## config.mk

```make
export PLATFORM = sky130hd
export DESIGN_NAME = tcm_led_dim
export DESIGN_NICKNAME = d
export VERILOG_FILES = /design/src/core/tcm_pkg.sv /design/src/core/tcm_led_dim.sv
export SDC_FILE = /design/constraint.sdc
export NUM_CORES = 1
export LEC_CHECK = 0
export ABC_CLOCK_PERIOD_IN_PS = 10200
export CAP_MARGIN = 25
export CORE_AREA = 2 2 263 265
export CTS_CLUSTER_DIAMETER = 50
export CTS_CLUSTER_SIZE = 16
export DETAILED_ROUTE_END_ITERATION = 8
export DIE_AREA = 0 0 265 267
export DONT_BUFFER_PORTS = 1
export GPL_ROUTABILITY_DRIVEN = 0
export SLEW_MARGIN = 15
export SYNTH_ARGS = -nofsm -noshare
export SYNTH_HDL_FRONTEND = slang
export SYNTH_SLANG_ARGS = --single-unit
```

## constraint.sdc

```tcl
create_clock -name clock -period 10.2 [get_ports clock]
set_input_delay 1.53 -clock clock [delete_from_list [all_inputs] [get_ports clock]]
set_output_delay 1.53 -clock clock [all_outputs]
set_load 0.02 [all_outputs]
```

## src/core/tcm_pkg.sv

```systemverilog
/*
  constants, field layouts and types of the led matrix dimming block.
  assumes a 50 MHz system clock and a 32-bit word register port.
*/
`default_nettype none

package tcm_pkg;

  // register byte offsets
  localparam logic [7:0] CFG_OFS    = 8'h00;
  localparam logic [7:0] ORDER_OFS  = 8'h04;
  localparam logic [7:0] STATUS_OFS = 8'h08;
  localparam logic [7:0] DOT_BASE   = 8'h10;
  localparam logic [7:0] DOT_SPAN   = 8'h40;
  localparam int         DOT_NUM    = 16;
  localparam logic [3:0] DIRECT_IDX = 4'hC;

  // reset values
  localparam logic [15:0] CFG_RST   = 16'h0000;
  localparam logic [7:0]  ORDER_RST = 8'hE4;
  localparam logic [7:0]  LEVEL_RST = 8'h80;

  // drive mode codes
  localparam logic [2:0] MODE_DIRECT = 3'h0;
  localparam logic [2:0] MODE_TCM4   = 3'h4;

  // pulse alignment codes
  localparam logic [1:0] ALIGN_FWD  = 2'h0;
  localparam logic [1:0] ALIGN_MID  = 2'h1;
  localparam logic [1:0] ALIGN_BACK = 2'h2;

  // time base
  localparam int          CLK_KHZ = 50000;
  localparam int          OSC_KHZ = 6000;
  localparam logic [5:0]  ACC_MOD = 6'(CLK_KHZ / 1000);
  localparam logic [5:0]  ACC_INC = 6'(OSC_KHZ / 1000);
  localparam logic [7:0]  PWM_TOP = 8'hFE;
  localparam logic [7:0]  PWM_MAX = 8'hFF;

  // blank interval
  localparam int CLK_NS         = 20;
  localparam int BLANK_SHORT_NS = 1000;
  localparam int BLANK_LONG_NS  = 2000;
  localparam logic [6:0] BLANK_SHORT_CYC =
    7'((BLANK_SHORT_NS + CLK_NS - 1) / CLK_NS);
  localparam logic [6:0] BLANK_LONG_CYC =
    7'((BLANK_LONG_NS + CLK_NS - 1) / CLK_NS);

  // configuration word, low 16 bits of CFG_OFS
  typedef struct packed {
    logic [3:0] mix_mask;
    logic       rsvd;
    logic       global_range;
    logic [1:0] clamp_level;
    logic       clamp_sel;
    logic       clamp_dis;
    logic       blank_long;
    logic       sync_out_en;
    logic       pwm_12k;
    logic [2:0] mode;
  } tcm_cfg_t;

  // per dot word, low 19 bits of each dot register
  typedef struct packed {
    logic       exp_en;
    logic [1:0] align;
    logic [7:0] dot_level;
    logic [7:0] duty;
  } tcm_dot_t;

  localparam tcm_dot_t DOT_RST = '{1'b0, ALIGN_FWD, LEVEL_RST, 8'h00};

  // cubic curve: monotonic, 0 maps to 0 and 255 to 255
  function automatic logic [2047:0] tcm_exp_table();
    logic [2047:0] t;
    int            v;
    t = '0;
    for (int i = 0; i < 256; i++) begin
      v = (i * i * i) / (255 * 255);
      t[i*8 +: 8] = 8'(v);
    end
    return t;
  endfunction

  localparam logic [2047:0] EXP_LUT = tcm_exp_table();

endpackage

`default_nettype wire

```

## src/core/tcm_led_dim.sv

```systemverilog
/*
  scan sequencer, pwm dimming and current scaling for four channel pins
  of a time cross multiplexed led matrix, with a small register file.
  assumes a 50 MHz clock, a synchronous active high reset, a register
  master that never strobes read and write together, and an analog
  driver stage that acts on the per pin switch, sink and clamp levels.
*/
// Implementation choices: the register addresses and strobed register access.
// Functional notes
// - mode field 0 is direct drive, 1 to 4 multiplex with that many slots.
// - modes 5 to 7 mix drive with 1 to 3 slots; mix_mask pins direct.
// - scan order resets to ascending pins 0,1,2,3.
// - multiplex drives up to 12 dots over 1 to 4 slots.
// - dot k of an anode has its cathode at (anode+k+1) mod 4.
// - one pin is scan switch per sub-period, others sink.
// - sub-period is one full pwm cycle then a blank interval.
// - blank interval is 1 us or 2 us by a select bit.
// - clamp on after reset; disable bit set turns it off.
// - clamp during pwm off time plus blank, or blank only.
// - 2-bit clamp level shared by switch and sinks.
// - global range bit picks full scale, reset low.
// - per dot 8-bit current scale resets to 80h.
// - 8-bit pwm at 24 kHz or 12 kHz by one bit.
// - pwm time base comes from a 6 MHz oscillator.
// - sync direction bit drives or takes the shared pwm clock.
// - per dot 2-bit field picks forward, middle or backward.
// - forward pulse starts at period start.
// - middle pulse is centred in the period.
// - backward pulse ends at period end.
// - per dot bit picks linear or exponential duty mapping.
`timescale 1ns/1ps
`default_nettype none

module tcm_led_dim (
  // clock and reset
  input  wire logic        clock,
  input  wire logic        sys_rst,
  // register port
  input  wire logic [7:0]  reg_addr,
  input  wire logic [31:0] reg_wdata,
  input  wire logic        reg_wr,
  input  wire logic        reg_rd,
  output logic      [31:0] reg_rdata,
  // shared pwm clock pin
  input  wire logic        sync_in,
  output logic             sync_out,
  output logic             sync_oe,
  // channel pin drive
  output logic      [3:0]  scan_sw,
  output logic      [3:0]  sink_en,
  output logic      [31:0] sink_scale,
  output logic      [3:0]  clamp_en,
  output logic      [1:0]  clamp_level,
  output logic             global_range
);

  typedef enum logic {ST_DIM, ST_BLANK} tcm_state_t;

  tcm_pkg::tcm_cfg_t cfg_reg;
  tcm_pkg::tcm_dot_t dot_reg [tcm_pkg::DOT_NUM];
  logic [7:0]        order_reg;

  tcm_state_t  state_reg;
  logic [7:0]  pwm_cnt_reg;
  logic [6:0]  blank_cnt_reg;
  logic [1:0]  slot_reg;
  logic [5:0]  acc_reg;
  logic        int_tick_reg;
  logic [2:0]  sync_ff_reg;
  logic        sync_lvl_reg;
  logic        ext_tick_reg;
  logic        half_reg;

  logic        tick;
  logic        adv;
  logic [2:0]  nscan;
  logic        scanning;
  logic [1:0]  anode;
  logic [6:0]  blank_len;
  logic [7:0]  dot_off;
  logic        dot_hit;

  // register writes
  assign dot_off = reg_addr - tcm_pkg::DOT_BASE;
  assign dot_hit = (reg_addr >= tcm_pkg::DOT_BASE) &&
                   (dot_off < tcm_pkg::DOT_SPAN) &&
                   (reg_addr[1:0] == 2'b00);

  always_ff @(posedge clock) begin
    if (sys_rst) begin
      cfg_reg   <= tcm_pkg::tcm_cfg_t'(tcm_pkg::CFG_RST);
      order_reg <= tcm_pkg::ORDER_RST;
    end else if (reg_wr) begin
      if (reg_addr == tcm_pkg::CFG_OFS) begin
        cfg_reg <= tcm_pkg::tcm_cfg_t'(reg_wdata[15:0]);
      end
      if (reg_addr == tcm_pkg::ORDER_OFS) begin
        order_reg <= reg_wdata[7:0];
      end
    end
  end

  genvar gd;
  generate
    for (gd = 0; gd < tcm_pkg::DOT_NUM; gd++) begin : g_dot
      always_ff @(posedge clock) begin
        if (sys_rst) begin
          dot_reg[gd] <= tcm_pkg::DOT_RST;
        end else if (reg_wr && dot_hit && dot_off[5:2] == 4'(gd)) begin
          dot_reg[gd] <= tcm_pkg::tcm_dot_t'(reg_wdata[18:0]);
        end
      end
    end
  endgenerate

  // register reads, data one cycle after the strobe
  always_ff @(posedge clock) begin
    if (sys_rst) begin
      reg_rdata <= '0;
    end else if (reg_rd) begin
      if (reg_addr == tcm_pkg::CFG_OFS) begin
        reg_rdata <= {16'h0000, cfg_reg};
      end else if (reg_addr == tcm_pkg::ORDER_OFS) begin
        reg_rdata <= {24'h00_0000, order_reg};
      end else if (reg_addr == tcm_pkg::STATUS_OFS) begin
        reg_rdata <= {19'h0, anode, slot_reg,
                      state_reg == ST_BLANK, pwm_cnt_reg};
      end else if (dot_hit) begin
        reg_rdata <= {13'h0, dot_reg[dot_off[5:2]]};
      end else begin
        reg_rdata <= '0;
      end
    end else begin
      reg_rdata <= '0;
    end
  end

  // internal 6 MHz time base by a fractional accumulator
  always_ff @(posedge clock) begin
    if (sys_rst) begin
      acc_reg      <= '0;
      int_tick_reg <= 1'b0;
    end else if (acc_reg + tcm_pkg::ACC_INC >= tcm_pkg::ACC_MOD) begin
      acc_reg      <= acc_reg + tcm_pkg::ACC_INC - tcm_pkg::ACC_MOD;
      int_tick_reg <= 1'b1;
    end else begin
      acc_reg      <= acc_reg + tcm_pkg::ACC_INC;
      int_tick_reg <= 1'b0;
    end
  end

  // shared clock pin: each filtered edge in counts as one tick
  always_ff @(posedge clock) begin
    if (sys_rst) begin
      sync_ff_reg  <= '0;
      sync_lvl_reg <= 1'b0;
      ext_tick_reg <= 1'b0;
    end else begin
      sync_ff_reg <= {sync_ff_reg[1:0], sync_in};
      if (sync_ff_reg[1] == sync_ff_reg[2]) begin
        sync_lvl_reg <= sync_ff_reg[2];
      end
      ext_tick_reg <= (sync_ff_reg[1] == sync_ff_reg[2]) &&
                      (sync_ff_reg[2] != sync_lvl_reg);
    end
  end

  always_ff @(posedge clock) begin
    if (sys_rst) begin
      sync_out <= 1'b0;
      sync_oe  <= 1'b0;
    end else begin
      sync_oe <= cfg_reg.sync_out_en;
      if (int_tick_reg) begin
        sync_out <= ~sync_out;
      end
    end
  end

  assign tick = cfg_reg.sync_out_en ? int_tick_reg : ext_tick_reg;

  always_ff @(posedge clock) begin
    if (sys_rst) begin
      half_reg <= 1'b0;
    end else if (tick) begin
      half_reg <= ~half_reg;
    end
  end

  // the slow rate steps the counter on every second tick
  assign adv = tick && (!cfg_reg.pwm_12k || half_reg);

  // scan slot count from the mode field
  always_comb begin
    if (cfg_reg.mode > tcm_pkg::MODE_TCM4) begin
      nscan = cfg_reg.mode - tcm_pkg::MODE_TCM4;
    end else begin
      nscan = cfg_reg.mode;
    end
  end

  assign scanning  = nscan != 3'h0;
  assign anode     = order_reg[slot_reg*2 +: 2];
  assign blank_len = cfg_reg.blank_long ? tcm_pkg::BLANK_LONG_CYC
                                        : tcm_pkg::BLANK_SHORT_CYC;

  // sub-period sequencer: one pwm cycle, then a blank interval
  always_ff @(posedge clock) begin
    if (sys_rst) begin
      state_reg     <= ST_DIM;
      pwm_cnt_reg   <= '0;
      blank_cnt_reg <= '0;
      slot_reg      <= '0;
    end else begin
      case (state_reg)
        ST_DIM: begin
          if (adv && pwm_cnt_reg == tcm_pkg::PWM_TOP) begin
            state_reg     <= ST_BLANK;
            pwm_cnt_reg   <= '0;
            blank_cnt_reg <= '0;
          end else if (adv) begin
            pwm_cnt_reg <= pwm_cnt_reg + 8'h01;
          end
        end
        ST_BLANK: begin
          blank_cnt_reg <= blank_cnt_reg + 7'h01;
          if (blank_cnt_reg == blank_len - 7'h01) begin
            state_reg <= ST_DIM;
            if ({1'b0, slot_reg} + 3'h1 >= nscan) begin
              slot_reg <= '0;
            end else begin
              slot_reg <= slot_reg + 2'h1;
            end
          end
        end
        default: begin
          state_reg <= ST_DIM;
        end
      endcase
    end
  end

  // per pin drive
  genvar gp;
  generate
    for (gp = 0; gp < 4; gp++) begin : g_pin
      logic              is_scan;
      logic              direct;
      logic [1:0]        k;
      logic [3:0]        idx;
      logic              valid;
      tcm_pkg::tcm_dot_t dot;
      logic [7:0]        d;
      logic [8:0]        start;
      logic              pulse;
      logic              sink_on;

      assign is_scan = scanning && anode == 2'(gp) &&
                       state_reg == ST_DIM;
      assign direct  = cfg_reg.mode == tcm_pkg::MODE_DIRECT ||
                       (cfg_reg.mode > tcm_pkg::MODE_TCM4 &&
                        cfg_reg.mix_mask[gp]);
      assign k       = 2'(gp) - anode - 2'h1;
      assign idx     = direct ? tcm_pkg::DIRECT_IDX + 4'(gp)
                              : 4'(anode * 3) + {2'b00, k};
      assign valid   = direct || (scanning && k != 2'h3);
      assign dot     = dot_reg[idx];
      assign d       = dot.exp_en ? tcm_pkg::EXP_LUT[dot.duty*8 +: 8]
                                  : dot.duty;
      assign start   = {1'b0, tcm_pkg::PWM_MAX - d} >> 1;

      always_comb begin
        case (dot.align)
          tcm_pkg::ALIGN_MID: begin
            pulse = {1'b0, pwm_cnt_reg} >= start &&
                    {1'b0, pwm_cnt_reg} < start + {1'b0, d};
          end
          tcm_pkg::ALIGN_BACK: begin
            pulse = pwm_cnt_reg >= tcm_pkg::PWM_MAX - d;
          end
          default: begin
            pulse = pwm_cnt_reg < d;
          end
        endcase
      end

      assign sink_on = state_reg == ST_DIM && valid && !is_scan &&
                       pulse;

      always_ff @(posedge clock) begin
        if (sys_rst) begin
          scan_sw[gp]          <= 1'b0;
          sink_en[gp]          <= 1'b0;
          sink_scale[gp*8 +: 8] <= '0;
          clamp_en[gp]         <= 1'b0;
        end else begin
          scan_sw[gp]          <= is_scan;
          sink_en[gp]          <= sink_on;
          sink_scale[gp*8 +: 8] <= valid ? dot.dot_level : 8'h00;
          clamp_en[gp]         <= !cfg_reg.clamp_dis && !is_scan &&
                                  !sink_on && (state_reg == ST_BLANK ||
                                  cfg_reg.clamp_sel);
        end
      end
    end
  endgenerate

  always_ff @(posedge clock) begin
    if (sys_rst) begin
      clamp_level  <= '0;
      global_range <= 1'b0;
    end else begin
      clamp_level  <= cfg_reg.clamp_level;
      global_range <= cfg_reg.global_range;
    end
  end
endmodule

`default_nettype wire

```

==> results.json <==
{
  "outcome": "complete, no violations",
  "worst_slack_ns": 1.37,
  "skew_ns": 0.0449,
  "dr_total_vias": 28833,
  "ff_latch_area_um2": 11600,
  "antenna_found_initial": 5,
  "area_delta_synth_final_pct": 7.71,
  "worstPathRequired_ns": 10.68,
  "ios": 126,
  "p_per_area_nw_per_um2": 129,
  "portBuffers": 0,
  "post-route-period-util_pct": 86.6,
  "root_buffer": "clkbuf_16",
  "postRouteAntennaNets": 0,
  "cts_tree": "yes",
  "hold_buffers": 0,
  "clkSinkCount": 426,
  "place_area_um2": 34000,
  "die_w_um": 265,
  "clk_pin_slew_worst_paths_ns": 0.07,
  "overflow": 0,
  "cp-startpoint": "slot_reg[0]",
  "yosys_warnings": 0,
  "fin_area_um2": 35600,
  "nets": 3515,
  "worst_setup_path_start_kind": "flip-flop",
  "cts_buffers": 45,
  "peakVddDrop_uv": 126,
  "grt.met2_usage_pct": 51.6,
  "crit_path_max_fanout": 33,
  "min_period_ns": 8.83,
  "initial_utilization_pct": 48.6,
  "route.detailed.drc": 0,
  "syn_area_um2": 33000,
  "crit_slowest_cell": "mux2i_4",
  "endpoint_kind": "flip-flop",
  "track_usage_pct": 33.8,
  "drt-pass1-iter-count": 7,
  "max_cap_violations": 0,
  "clock_latency_ns": 0.63,
  "worstHoldPathCells": 1,
  "crit_family": "compound AO/OA/AOI/OAI gates",
  "grt_util_met3_pct": 9.40,
  "r2r_slack_ns": 1.37,
  "cp_num_buf_inv": 2,
  "p_leak_nw": 13.4,
  "grt_pass1_wl_mm": 179,
  "fill_cells": 6040,
  "synthCells": 3329,
  "path_common_cell": "a21o_1",
  "rows": 96,
  "holdCritStartpoint": "sync_ff_reg[0]",
  "die_h_um": 267,
  "grt_pass1_vias": 27414,
  "relSlewSlack_pct": 24.0,
  "ctsResizeCount": 0,
  "ys_ff_latch": 426,
  "min_to": "sync_ff_reg[1]",
  "ys.flop_type": "edfxtp_1",
  "yosysUniqueCellTypes": 98,
  "multi_input_area_um2": 20200,
  "hpwl_mm": 84.2,
  "rr_startpoint": "slot_reg[0]",
  "worstMarginPinSlew_ns": 1.14,
  "drive_above_1_share_pct": 13.9,
  "largest_reg_flops": 304,
  "slowest_delay_ns": 0.66,
  "dp_slack_ns": 1.51,
  "ys_seq_area_share_pct": 35.1,
  "post-cts-setup-buffers": 0,
  "wl_mm": 121,
  "fmax_mhz": 113,
  "ys_async_sr_fraction_pct": 0,
  "path_class": "flip-flop to flip-flop",
  "grt_max_degree": 111,
  "synth_edf_count": 304,
  "grtUsageMet1_pct": 44.3,
  "fp.dieArea_um2": 70800,
  "setup_viol_count_final": 0,
  "drv_slew": 0,
  "hold_class": "flip-flop to flip-flop",
  "worstPathArrival_ns": 9.31,
  "r2r_cells": 27,
  "postLayoutCoreUtil_pct": 52.3,
  "clk_path_buf_depth": 3,
  "wl_per_cell_um": 29.1,
  "core-area_um2": 68000,
  "finalSetupTns_ns": 0,
  "r2r_end": "sink_en[0]",
  "drt-initial-drc-count": 4672,
  "cts_htree_levels": 2,
  "stdcell_count": 4161,
  "hold_viol": 0,
  "viasPerCell": 6.93,
  "dpl.cell_count": 4072,
  "rsz0062_at_grt": "false",
  "grt-busiest-layer": "met2",
  "syn_area_per_cell_um2": 9.92
}
synthesized netlist by cell type (22+ instances only):
cell,n,area [µm²]
and2_1,298,1860
nor2_1,305,1140
o22ai_1,23,144
clkbuf_1,162,608
a31oi_1,37,231
xnor2_1,47,412
ha_1,226,2830
nand2b_1,35,219
a21oi_1,206,1030
buf_1,32,120
mux2_2,25,282
nor2b_1,29,181
a22oi_1,42,315
mux4_2,173,3900
a21o_1,61,458
dfxtp_1,122,2440
o21ai_0,131,656
mux2i_1,90,901
inv_1,74,278
nor3_1,73,365
a211oi_1,41,308
o21bai_1,37,278
nand2_1,240,901
edfxtp_1,304,9130
buf_2,35,175
o211ai_1,36,270
buf_4,22,165
nand3_1,68,340
per-layer routing:
layer / vias to the layer above / share of wire, %
met4: 2 / 5.6
li1: 12338 / -
met5: - / 0.016
met1: 13924 / 37
met2: 2148 / 44
met3: 421 / 14
worst register-to-register path, cell delays in order, from the launching register on:
cell and delay (ns):
dfxtp_1 0.62, mux2_4 0.38, mux2i_4 0.66, ha_4 0.64, mux4_2 0.43, nand3_1 0.11, nand3_2 0.37, inv_1 0.59
ha_1 0.66, xnor2_1 0.18, nor3_1 0.06, a2111oi_0 0.47, a2111oi_0 0.15, a211oi_1 0.38, a221oi_1 0.16, ha_1 0.28
fa_1 0.54, inv_1 0.04, ha_1 0.26, a21o_1 0.15, a21o_1 0.17, a21o_1 0.17, a21o_1 0.17, a21o_1 0.16
a21o_1 0.16, a21o_1 0.17, a311o_1 0.32, a21oi_1 0.26
cell usage in the layout, fill, tap and decap left out, drive strengths merged, types with 13 or more instances in the layout:
| master | n |
|---|---|
| nand2b | 35 |
| o21bai | 37 |
| o21ai | 139 |
| edfxtp | 304 |
| a211oi | 42 |
| nand3 | 70 |
| nor3 | 74 |
| a21o | 61 |
| xnor2 | 47 |
| mux2i | 93 |
| o211ai | 37 |
| nand2 | 240 |
| o22ai | 23 |
| a211o | 13 |
| or3 | 14 |
| nor4 | 13 |
| clkbuf | 54 |
| nor2b | 29 |
| nor2 | 307 |
| o221ai | 16 |
| ha | 226 |
| a221oi | 23 |
| mux4 | 174 |
| conb | 13 |
| clkinv | 16 |
| dfxtp | 122 |
| mux2 | 27 |
| o31ai | 16 |
| and2 | 301 |
| and3 | 16 |
| a22oi | 42 |
| buf | 111 |
| inv | 92 |
| a31oi | 37 |
| o21a | 16 |
| a21oi | 206 |
worst max-delay path by stage:
stage,slack [ns],cells after the start,endpoint
2_1_floorplan,1.91,38,sink_en[3]
6_report,1.37,27,sink_en[0]
4_1_cts,1.47,27,sink_en[0]
5_1_grt,0.86,27,sink_en[0]
3_3_place_gp,1.53,27,sink_en[0]
3_5_place_dp,1.51,27,sink_en[0]
per-stage QoR:
step | power (mW) | hold slack, ns
finish | 4.59 | 0.446
detailed placement | 2.86 | 0.434
global placement | 2.84 | 0.426
CTS | 4.58 | 0.450
global route | 4.75 | 0.470
floorplan | 2.65 | 0.414
final cells by class:
class,instances,area share (%)
diodes,2,0.0141
clock buffers,54,3.40
clock inverters,30,0.964
inverters,83,0.890
multi-input cells,2573,56.7
flip-flops and latches,426,32.5
well taps,882,3.10
repair buffers,111,2.38
cell families after synthesis:
kind of cell,Yosys count,share of synthesized area (%)
XOR/XNOR,58,1.54
multiplexers,294,15.7
AO/OA/AOI/OAI,845,17.5
adder cells (fa/ha/maj),230,8.81
buffers and inverters,342,4.45
AND/OR/NAND/NOR,1133,16.9
other,1,0.0114
flip-flops,426,35.1
where the power goes:
group / internal [mW] / leakage, nW / switching [mW]
Combinational: 0.349 / 8.80 / 0.498
Sequential: 1.93 / 3.89 / 0.0786
Clock: 0.956 / 0.763 / 0.784
Note: power is estimated with default switching activity, not from simulation.
